### src/common/lss_pkg.sv
// package: register map, field layout and line condition codes of the line state status block
package lss_pkg;

	// ==========================================
	// register map (byte addresses)
	localparam int LSS_AW = 8;
	localparam logic [LSS_AW-1:0] LSS_ADDR_STATUS = 8'h10;
	localparam logic [LSS_AW-1:0] LSS_ADDR_IRQ_STAT = 8'h14;
	localparam logic [LSS_AW-1:0] LSS_ADDR_IRQ_MASK = 8'h18;

	// ==========================================
	// current line condition codes
	localparam logic [2:0] LSS_COND_NOISE = 3'h0;
	localparam logic [2:0] LSS_COND_ACTIVE = 3'h1;
	localparam logic [2:0] LSS_COND_UNDEF = 3'h2;
	localparam logic [2:0] LSS_COND_SHORT_IDLE = 3'h3;
	localparam logic [2:0] LSS_COND_QUIET = 3'h4;
	localparam logic [2:0] LSS_COND_MASTER = 3'h5;
	localparam logic [2:0] LSS_COND_HALT = 3'h6;
	localparam logic [2:0] LSS_COND_LONG_IDLE = 3'h7;

	// previous line condition codes
	localparam logic [1:0] LSS_PREV_QUIET = 2'h0;
	localparam logic [1:0] LSS_PREV_MASTER = 2'h1;
	localparam logic [1:0] LSS_PREV_HALT = 2'h2;
	localparam logic [1:0] LSS_PREV_LONG_IDLE = 2'h3;

	// ==========================================
	// like pair counter
	localparam logic [2:0] LSS_PAIR_FIRST = 3'h0;
	localparam logic [2:0] LSS_PAIR_SHORT_IDLE = 3'h1;
	localparam logic [2:0] LSS_PAIR_FULL = 3'h7;

	// interrupt status / mask bits
	localparam int LSS_IRQ_W = 2;
	localparam int LSS_IRQ_COND = 0;
	localparam int LSS_IRQ_LOSS = 1;

	// ==========================================
	// class of a decoded symbol pair, delivered by the receive decoder
	typedef enum logic [2:0] {
		lss_pair_quiet,
		lss_pair_master,
		lss_pair_halt,
		lss_pair_idle,
		lss_pair_noise,
		lss_pair_active
	} lss_pair_t;

	typedef enum logic {
		lss_sm_hunt,
		lss_sm_held
	} lss_sm_t;

	// line_state_status layout, bit 15 first
	typedef struct packed {
		logic [4:0] revision_field;
		logic loss_of_signal;
		logic [1:0] previous_line_condition;
		logic [2:0] current_line_condition;
		logic condition_machine_state_bit;
		logic unknown_condition_flag;
		logic [2:0] like_pair_counter;
	} lss_status_t;

endpackage : lss_pkg

### src/rtl/lss_sync2.sv
// two flip-flop synchroniser for one asynchronous level
`timescale 1ns/1ns
`default_nettype none
module lss_sync2 (
	// clock and reset
	input wire logic pclk,
	input wire logic presetn,
	// level
	input wire logic d,
	output logic q
);
	logic meta;

	// meta is read by q alone
	always_ff @(posedge pclk or negedge presetn) begin
		if (!presetn) begin
			meta <= 1'b0;
			q <= 1'b0;
		end else begin
			meta <= d;
			q <= meta;
		end
	end
endmodule : lss_sync2
`default_nettype wire

### src/rtl/lss_status_reg.sv
// line state status register with its line condition machine, apb slave and interrupt
//
// The APB register port is this design's own decision.
`timescale 1ns/1ns
`default_nettype none
module lss_status_reg
	import lss_pkg::*;
#(
	// arbitrary value, identifies this variant
	parameter logic [4:0] REVISION = 5'h0a
) (
	// clock and reset
	input wire logic pclk,
	input wire logic presetn,
	// apb slave
	input wire logic [LSS_AW-1:0] paddr,
	input wire logic psel,
	input wire logic penable,
	input wire logic pwrite,
	input wire logic [31:0] pwdata,
	output logic [31:0] prdata,
	output logic pready,
	output logic pslverr,
	// receive line
	input wire logic pair_valid,
	input wire lss_pair_t pair_class,
	input wire logic detect_input_pin,
	// interrupt
	output logic irq
);

	// ==========================================
	// functions
	function automatic logic [2:0] cond_of(input lss_pair_t c);
		unique case (c)
			lss_pair_quiet: cond_of = LSS_COND_QUIET;
			lss_pair_master: cond_of = LSS_COND_MASTER;
			lss_pair_halt: cond_of = LSS_COND_HALT;
			lss_pair_idle: cond_of = LSS_COND_LONG_IDLE;
			lss_pair_noise: cond_of = LSS_COND_NOISE;
			lss_pair_active: cond_of = LSS_COND_ACTIVE;
			default: cond_of = LSS_COND_UNDEF;
		endcase
	endfunction : cond_of

	// quiet, master, halt and long idle are the conditions that get remembered
	function automatic logic is_kept(input logic [2:0] c);
		is_kept = (c == LSS_COND_QUIET) || (c == LSS_COND_MASTER) ||
			(c == LSS_COND_HALT) || (c == LSS_COND_LONG_IDLE);
	endfunction : is_kept

	function automatic logic [1:0] prev_of(input logic [2:0] c);
		unique case (c)
			LSS_COND_QUIET: prev_of = LSS_PREV_QUIET;
			LSS_COND_MASTER: prev_of = LSS_PREV_MASTER;
			LSS_COND_HALT: prev_of = LSS_PREV_HALT;
			default: prev_of = LSS_PREV_LONG_IDLE;
		endcase
	endfunction : prev_of

	// ==========================================
	// signal detect synchroniser
	logic detect_sync;
	logic detect_seen;

	lss_sync2 u_detect_sync (
		.pclk(pclk),
		.presetn(presetn),
		.d(detect_input_pin),
		.q(detect_sync)
	);

	always_ff @(posedge pclk or negedge presetn) begin
		if (!presetn) begin
			detect_seen <= 1'b0;
		end else begin
			detect_seen <= detect_sync;
		end
	end

	// ==========================================
	// line condition machine
	lss_sm_t sm;
	lss_pair_t last_class;
	logic [2:0] pair_cnt;
	logic [2:0] cur_cond;
	logic [2:0] next_cond;
	logic [1:0] prev_cond;
	logic unknown;
	logic like_pair;
	logic recognise;

	assign like_pair = pair_valid && (pair_class == last_class);

	// recognition happens on the eighth like pair; idle also on its second
	always_comb begin
		recognise = 1'b0;
		next_cond = cur_cond;
		if (like_pair && pair_cnt == LSS_PAIR_FULL - 3'h1) begin
			recognise = 1'b1;
			next_cond = cond_of(pair_class);
		end else if (like_pair && pair_class == lss_pair_idle && pair_cnt == LSS_PAIR_FIRST) begin
			recognise = 1'b1;
			next_cond = LSS_COND_SHORT_IDLE;
		end
	end

	always_ff @(posedge pclk or negedge presetn) begin
		if (!presetn) begin
			last_class <= lss_pair_noise;
			pair_cnt <= LSS_PAIR_FIRST;
		end else if (pair_valid) begin
			last_class <= pair_class;
			if (!like_pair) begin
				pair_cnt <= LSS_PAIR_FIRST;
			end else if (pair_cnt != LSS_PAIR_FULL) begin
				pair_cnt <= pair_cnt + 3'h1;
			end
		end
	end

	always_ff @(posedge pclk or negedge presetn) begin
		if (!presetn) begin
			sm <= lss_sm_hunt;
			unknown <= 1'b1;
		end else if (pair_valid && !like_pair) begin
			sm <= lss_sm_hunt;
			unknown <= 1'b1;
		end else if (recognise) begin
			sm <= lss_sm_held;
			unknown <= 1'b0;
		end
	end

	always_ff @(posedge pclk or negedge presetn) begin
		if (!presetn) begin
			cur_cond <= LSS_COND_NOISE;
		end else begin
			cur_cond <= next_cond;
		end
	end

	always_ff @(posedge pclk or negedge presetn) begin
		if (!presetn) begin
			prev_cond <= LSS_PREV_QUIET;
		end else if (next_cond != cur_cond && is_kept(cur_cond)) begin
			prev_cond <= prev_of(cur_cond);
		end
	end

	// ==========================================
	// status view; every field but the constant revision is a flop of this clock, so a read is coherent
	lss_status_t stat;

	always_comb begin
		stat.revision_field = REVISION;
		stat.loss_of_signal = !detect_sync;
		stat.previous_line_condition = prev_cond;
		stat.current_line_condition = cur_cond;
		stat.condition_machine_state_bit = (sm == lss_sm_hunt);
		stat.unknown_condition_flag = unknown;
		stat.like_pair_counter = pair_cnt;
	end

	// ==========================================
	// interrupt: condition change and detect change
	logic [LSS_IRQ_W-1:0] irq_stat;
	logic [LSS_IRQ_W-1:0] irq_mask;
	logic [LSS_IRQ_W-1:0] irq_event;
	logic [LSS_IRQ_W-1:0] irq_clear;
	logic done;
	logic setup;

	assign setup = psel && !penable;
	assign done = psel && penable && pready;

	always_comb begin
		irq_event = '0;
		irq_event[LSS_IRQ_COND] = (next_cond != cur_cond);
		irq_event[LSS_IRQ_LOSS] = (detect_sync != detect_seen);
		irq_clear = '0;
		if (done && !pwrite && paddr == LSS_ADDR_IRQ_STAT) begin
			// only bits that were actually returned are cleared
			irq_clear = prdata[LSS_IRQ_W-1:0];
		end
	end

	// a new event in the clearing cycle survives
	always_ff @(posedge pclk or negedge presetn) begin
		if (!presetn) begin
			irq_stat <= '0;
		end else begin
			irq_stat <= (irq_stat & ~irq_clear) | irq_event;
		end
	end

	always_ff @(posedge pclk or negedge presetn) begin
		if (!presetn) begin
			irq_mask <= '0;
		end else if (done && pwrite && paddr == LSS_ADDR_IRQ_MASK) begin
			irq_mask <= pwdata[LSS_IRQ_W-1:0];
		end
	end

	always_ff @(posedge pclk or negedge presetn) begin
		if (!presetn) begin
			irq <= 1'b0;
		end else begin
			irq <= |(irq_stat & irq_mask);
		end
	end

	// ==========================================
	// apb slave: one wait-free access phase, data captured at setup
	always_ff @(posedge pclk or negedge presetn) begin
		if (!presetn) begin
			pready <= 1'b0;
			pslverr <= 1'b0;
			prdata <= '0;
		end else begin
			pready <= setup;
			pslverr <= 1'b0;
			if (setup) begin
				prdata <= '0;
				unique case (paddr)
					LSS_ADDR_STATUS: begin
						prdata[$bits(lss_status_t)-1:0] <= stat;
						pslverr <= 1'b0;
					end
					LSS_ADDR_IRQ_STAT: prdata[LSS_IRQ_W-1:0] <= irq_stat;
					LSS_ADDR_IRQ_MASK: prdata[LSS_IRQ_W-1:0] <= irq_mask;
					default: pslverr <= 1'b1;
				endcase
			end
		end
	end
endmodule : lss_status_reg
`default_nettype wire

### config.mk
export PLATFORM = sky130hd
export DESIGN_NAME = lss_status_reg
export DESIGN_NICKNAME = d
export VERILOG_FILES = /design/src/common/lss_pkg.sv /design/src/rtl/lss_sync2.sv /design/src/rtl/lss_status_reg.sv
export SDC_FILE = /design/constraint.sdc
export NUM_CORES = 1
export LEC_CHECK = 0
export ABC_CLOCK_PERIOD_IN_PS = 1750
export BUFFER_PORTS_ARGS = -buffer_cell sky130_fd_sc_hd__buf_2
export CAP_MARGIN = 40
export CORE_MARGIN = 4
export CORE_UTILIZATION = 30
export CTS_BUF_LIST = sky130_fd_sc_hd__clkbuf_4
export DETAILED_ROUTE_END_ITERATION = 6
export HOLD_SLACK_MARGIN = 0.08
export PLACE_DENSITY = 0.63
export SKIP_CTS_REPAIR_TIMING = 1
export SLEW_MARGIN = 0
export SYNTH_ARGS = -nofsm -noshare
export SYNTH_HDL_FRONTEND = slang
export SYNTH_SLANG_ARGS = --single-unit
### constraint.sdc
create_clock -name pclk -period 1.75 [get_ports pclk]
set_input_delay 0.0875 -clock pclk [delete_from_list [all_inputs] [get_ports pclk]]
set_output_delay 0.0875 -clock pclk [all_outputs]
set_load 0.01 [all_outputs]
**After elaboration in Yosys (flattened, before gate mapping)**

Index checks and enable logic that the tools add are counted.

- Add/subtract/negate cells: 1
- $mul: 0
- Divide/modulo/power cells: 0
- $lt $le $gt $ge: 0
- Eq/ne operators: 18
- Shifts and indexed selects: 0
- Multiplexer cells: 17
- Bitwise logic cells: 5
- Reductions and logical operators: 26

Operators with widths:

| kind | number |
|---|---|
| == test 8 x 5 -> 1 bit, second input constant | 3 |
| == test 3 bit, second input constant | 7 |
| case mux 3 bit (6 select lines) | 1 |
| logical AND 1 bit | 13 |
| two-way mux 13 bit | 1 |
| two-way mux 3 bit | 4 |
| case mux 2 bit (3 select lines) | 2 |
| two-way mux 1 bit | 8 |
| == test 3 x 2 -> 1 bit, second input constant | 2 |
| logical NOT 3 bit | 2 |
| bitwise AND 2 bit | 2 |
| logical NOT 1 bit | 4 |
| adder 3 x 1 -> 3 bit, second input constant | 1 |
| == test 3 x 1 -> 1 bit, second input constant | 1 |
| == test 3 bit | 1 |
| logical OR 1 bit | 3 |
| != test 3 bit | 1 |
| != test 3 bit, second input constant | 1 |
| OR reduction 3 bit | 1 |
| two-way mux 2 bit | 1 |
| != test 2 x 1 -> 1 bit, second input constant | 1 |
| inverter 2 bit | 1 |
| bitwise OR 2 bit | 1 |
| AND reduction 2 bit | 1 |
| 4 further kinds | 4 |

- Bits in registers: 39
- Latch bits: 0
- RAM bits: 0
- Memory bits (read-only): 0
- Bits of input ports: 50
- Output and inout bits: 35
- Memories: 0

**Longest topological paths before layout**

- Depth after elaboration: 8
- Depth in mapped cells: 7
- Gate-level depth less buffers: 7

**Hierarchy**

From an unflattened synthesis, not the netlist that was laid out.

- Cell total of the unflattened synthesis: 156
- Area total of the unflattened synthesis: 1754.2 um2

By module, submodules not included:

| module | times used | cells an instance | area each (um2) |
|---|---|---|---|
| lss_status_reg | 1 | 154 | 1704.1 |
| lss_sync2 | 1 | 2 | 50.0 |

**Worst setup path before layout**

No wires, ideal clock.

- Path type: register -> register
- From: reg pair_cnt[0]
- To: reg prev_cond[0]
- Arrival: 1.642 ns
- Required time: 1.625 ns
- Path slack: -0.017 ns
- Stages on the path, launching flop included: 7
- Path buffers: 0
- Clock period less this slack: 1.767 ns
- Cells stage by stage: dfrtp_1 -> inv_1 -> ha_1 -> nand2_1 -> a2111oi_0 -> o211a_1 -> mux2_2

- Word-level cells in the longest chain between the ends: 6
- Elaborated cells between the ends (all ways): 8
- Classes of those cells: eq/ne: 2; mux: 2; reduce/logical: 4

RTL lines:

| element | RTL line | text |
|---|---|---|
| start: declaration | lss_status_reg.sv:85 | `logic [2:0] pair_cnt;` |
| start signal: assignment | lss_status_reg.sv:117 | `pair_cnt <= pair_cnt + 3'h1;` |
| logical NOT 3 bit | lss_status_reg.sv:102 | `end else if (like_pair && pair_class == lss_pair_idle && pair_cnt == LSS_PAIR_FIRST) begin` |
| logical AND 1 bit | lss_status_reg.sv:102 |  |
| two-way mux 3 bit | lss_status_reg.sv:102 |  |
| two-way mux 3 bit * | lss_status_reg.sv:99 | `if (like_pair && pair_cnt == LSS_PAIR_FULL - 3'h1) begin` |
| != test 3 bit * | lss_status_reg.sv:146 | `end else if (next_cond != cur_cond && is_kept(cur_cond)) begin` |
| logical AND 1 bit * | lss_status_reg.sv:146 |  |
| end signal: assignment | lss_status_reg.sv:147 | `prev_cond <= prev_of(cur_cond);` |
| end: declaration | lss_status_reg.sv:88 | `logic [1:0] prev_cond;` |

Mark *: on every way between the ends. The rest lies on a longest branch, timed or not.
A chain may end at the register's enable or synchronous reset.

**Worst setup path in the final report**

Same ends and word-level chain as after synthesis.

==> flow_metrics.env <==
export IMPL_die_y_um=84.0
export IMPL_synth_seq_cells=35
export IMPL_layout_nets=266
export IMPL_hold_slack_ns=0.0940
export IMPL_crit_path_start_kind="flip-flop"
export IMPL_cts_tree="built"
export IMPL_die_x_um=84.0
export IMPL_overflow=0
export IMPL_cellPowerDensity_nw_per_um2=778
export IMPL_synth_xor_area_share_pct=3.03
export IMPL_antenna_found_initial=0
export IMPL_slowest_delay_ns=0.39
export IMPL_insertedDiodeCount=0
export IMPL_maxCapViolCount=0
export IMPL_whs_endpoint="cur_cond[2]"
export IMPL_ios=85
export IMPL_synth_top_family_by_area="compound AO/OA/AOI/OAI gates"
export IMPL_grt_pass1_vias=1268
export IMPL_fin_crit_sh_pct=93.9
export IMPL_synth_simple_area_share_pct=11.8
export IMPL_yosysSeqAreaShare_pct=50.7
export IMPL_drc_errors=0
export IMPL_crit_fanout=3
export IMPL_syn_inst=158
export IMPL_finalCriticalPeriod_ns=1.64
export IMPL_rows=27
export IMPL_hold_path_class="in2reg"
export IMPL_io_buffers=35
export IMPL_grt_usage_pct=10.4
export IMPL_crit_required_ns=1.98
export IMPL_fin_area_um2=2130
export IMPL_fill_cells=572
export IMPL_crit_slowest_cell="dfrtp_1"
export IMPL_final_hold_viol_count=0
export IMPL_ff2ff_path_depth=7
export IMPL_hold_path_depth=3
export IMPL_timing_rr_end="prev_cond[0]"
export IMPL_worstPathArrival_ns=1.87
export IMPL_vias_per_cell=4.46
export IMPL_layout_common_cells="buf_2, dfrtp_1, conb_1"
export IMPL_first_iter_violations=48
export IMPL_routabilityCongestion=0.775
export IMPL_r2r_setup_slack_ns=0.11
export IMPL_fin_util_pct=38.5
export IMPL_clock_path_buffers=2
export IMPL_path_buf_inv=2
export IMPL_core_um2=5540
export IMPL_root_buffer="clkbuf_4"
export IMPL_dp_hpwl_um=2720
export IMPL_drive_above_1_share_pct=32.9
export IMPL_setup_viol=0
export IMPL_power_leakage_nw=1.08
export IMPL_grt_pass1_wl_um=5880
export IMPL_start_util_pct=31.3
export IMPL_clock_latency_ns=0.33
export IMPL_grt_max_degree=36
export IMPL_drtPass1Iterations=4
export IMPL_avgSynthCellArea_um2=11.0
export IMPL_skew_ns=0.00470
export IMPL_synth_area_mux_share_pct=6.79
export IMPL_drt_antenna_violating_nets=0
export IMPL_htreeDepth=2
export IMPL_status="completed"
export IMPL_crit_chain="inv_1 > buf_4 > ha_4 > o211ai_1 > a21oi_1 > o211a_1 > mux2_2"
export IMPL_wl_per_cell_um=12.5
export IMPL_vias=1270
export IMPL_areaGrowthSynthToFinish_pct=23.2
export IMPL_fmax_ghz=0.608
export IMPL_multi_input_area_um2=752
export IMPL_yosysWarningCount=0
export IMPL_cp_top_family="compound AO/OA/AOI/OAI gates"
export IMPL_rr_startpoint="pair_cnt[0]"
export IMPL_synthAdderAreaFrac_pct=2.89
export IMPL_syn_area_um2=1730
export IMPL_regArea_um2=878
export IMPL_wirelength_um=3560
export IMPL_rsz0062_at_grt="false"
export IMPL_clk_pin_slew_worst_paths_ns=0.11
export IMPL_crit_type="reg2reg"
export IMPL_ir_drop_mv=0.233
export IMPL_tightest_slew_ns=0.763
export IMPL_cts_sinks=35
export IMPL_slew_headroom_pct=49.1
export IMPL_final_common_cell="buf_2"
export IMPL_place_area_um2=1990
export IMPL_die_area_um2=7050
export IMPL_cts_made_buffers=5
export IMPL_endpoint_kind="flip-flop"
export IMPL_hold_start="pair_class[2]"
export IMPL_synth_compound_area_share_pct=12.9
export IMPL_slew_viol_final=0
export IMPL_power_mw=1.66
export IMPL_synthDistinctLibCells=35
state kept, by name, summed over array words and instances (netlist names), 2 cells and up:
name,count
cur_cond,3
irq_mask,2
irq_stat,2
last_class,3
pair_cnt,3
prdata,12
prev_cond,2
power breakdown:
group,internal [mW],switching (mW)
clock,0.171,0.276
combinational,0.142,0.147
sequential,0.869,0.0550
total,1.18,0.478
how the worst max path moves through the flow:
| stage | start | end | slack [ns] | cells after the start |
|---|---|---|---|---|
| finish | pair_cnt[0] | prev_cond[0] | 0.11 | 7 |
| global route | pair_cnt[0] | cur_cond[2] | 0.03 | 8 |
| CTS | pair_cnt[0] | prev_cond[0] | -0.16 | 6 |
| detailed placement | pair_cnt[0] | prev_cond[1] | -0.14 | 6 |
| global placement | pair_cnt[0] | prev_cond[1] | -0.04 | 6 |
| floorplan | pair_cnt[0] | prev_cond[0] | 0.02 | 6 |
Yosys cell counts (all sizes together):
cell type	n	share of area, %
ha	4	2.9
buf	21	9.0
xnor2	6	3.0
o22a	2	1.0
mux2	8	5.6
inv	10	2.2
nor3	3	0.87
nand3	3	0.87
nor2b	2	0.72
nand3b	1	0.65
a2111oi	1	0.51
conb	1	0.22
dfstp	2	3.0
o211ai	1	0.43
o21ai	13	3.8
clkbuf	2	0.43
nand4b	1	0.51
nand2b	2	0.72
mux2i	2	1.2
or4	1	0.65
or4b	1	0.58
a22o	8	4.0
a21boi	1	0.43
o21a	1	0.43
nand2	16	3.5
o22ai	1	0.36
nor4	2	2.0
nor2	4	0.87
o211a	1	0.58
o32ai	1	0.51
a21oi	3	0.87
dfrtp	33	48
final cells by class:
type                            count  area share [%]
Clock buffer                        6            2.11
Sequential cell                    35            41.2
Timing Repair Buffer               52            14.9
Tap cell                           72            4.22
Multi-Input combinational cell    108            35.2
Inverter                           10            1.76
Clock inverter                      2           0.587
kinds of logic after synthesis:
group | after synthesis
and+or+nand+nor | 36
other | 1
xor gates and xnor gates | 6
buffers and inverters | 33
DFF | 35
AOI/OAI and AO/OA | 33
adders and majority gates | 4
muxes | 10
per-stage QoR:
stage               cells  setup slack [ns]  TNS [ns]
floorplan             176            0.0199         0
global placement      271           -0.0410   -0.0776
detailed placement    271            -0.142    -0.283
CTS                   279            -0.160    -0.319
global route          285            0.0296         0
finish                285             0.106         0
worst reg2reg max path, delay by kind of cell (launching register included):
family	cells	cell delay, ns
DFF	1	0.39
buffers and inverters	2	0.20
muxes	1	0.34
adders and majority gates	1	0.14
AOI/OAI and AO/OA	3	0.48
per-layer routing:
| layer | part of all wire [%] | up-vias | GRT usage (%) |
|---|---|---|---|
| met5 | 0 | - | 0 |
| met4 | 1.1 | 0 | 4.09 |
| met3 | 5.6 | 5 | 2.96 |
| met2 | 49 | 36 | 16.8 |
| met1 | 44 | 615 | 13.2 |
| li1 | - | 614 | - |
(Power assumes the default switching activity.)
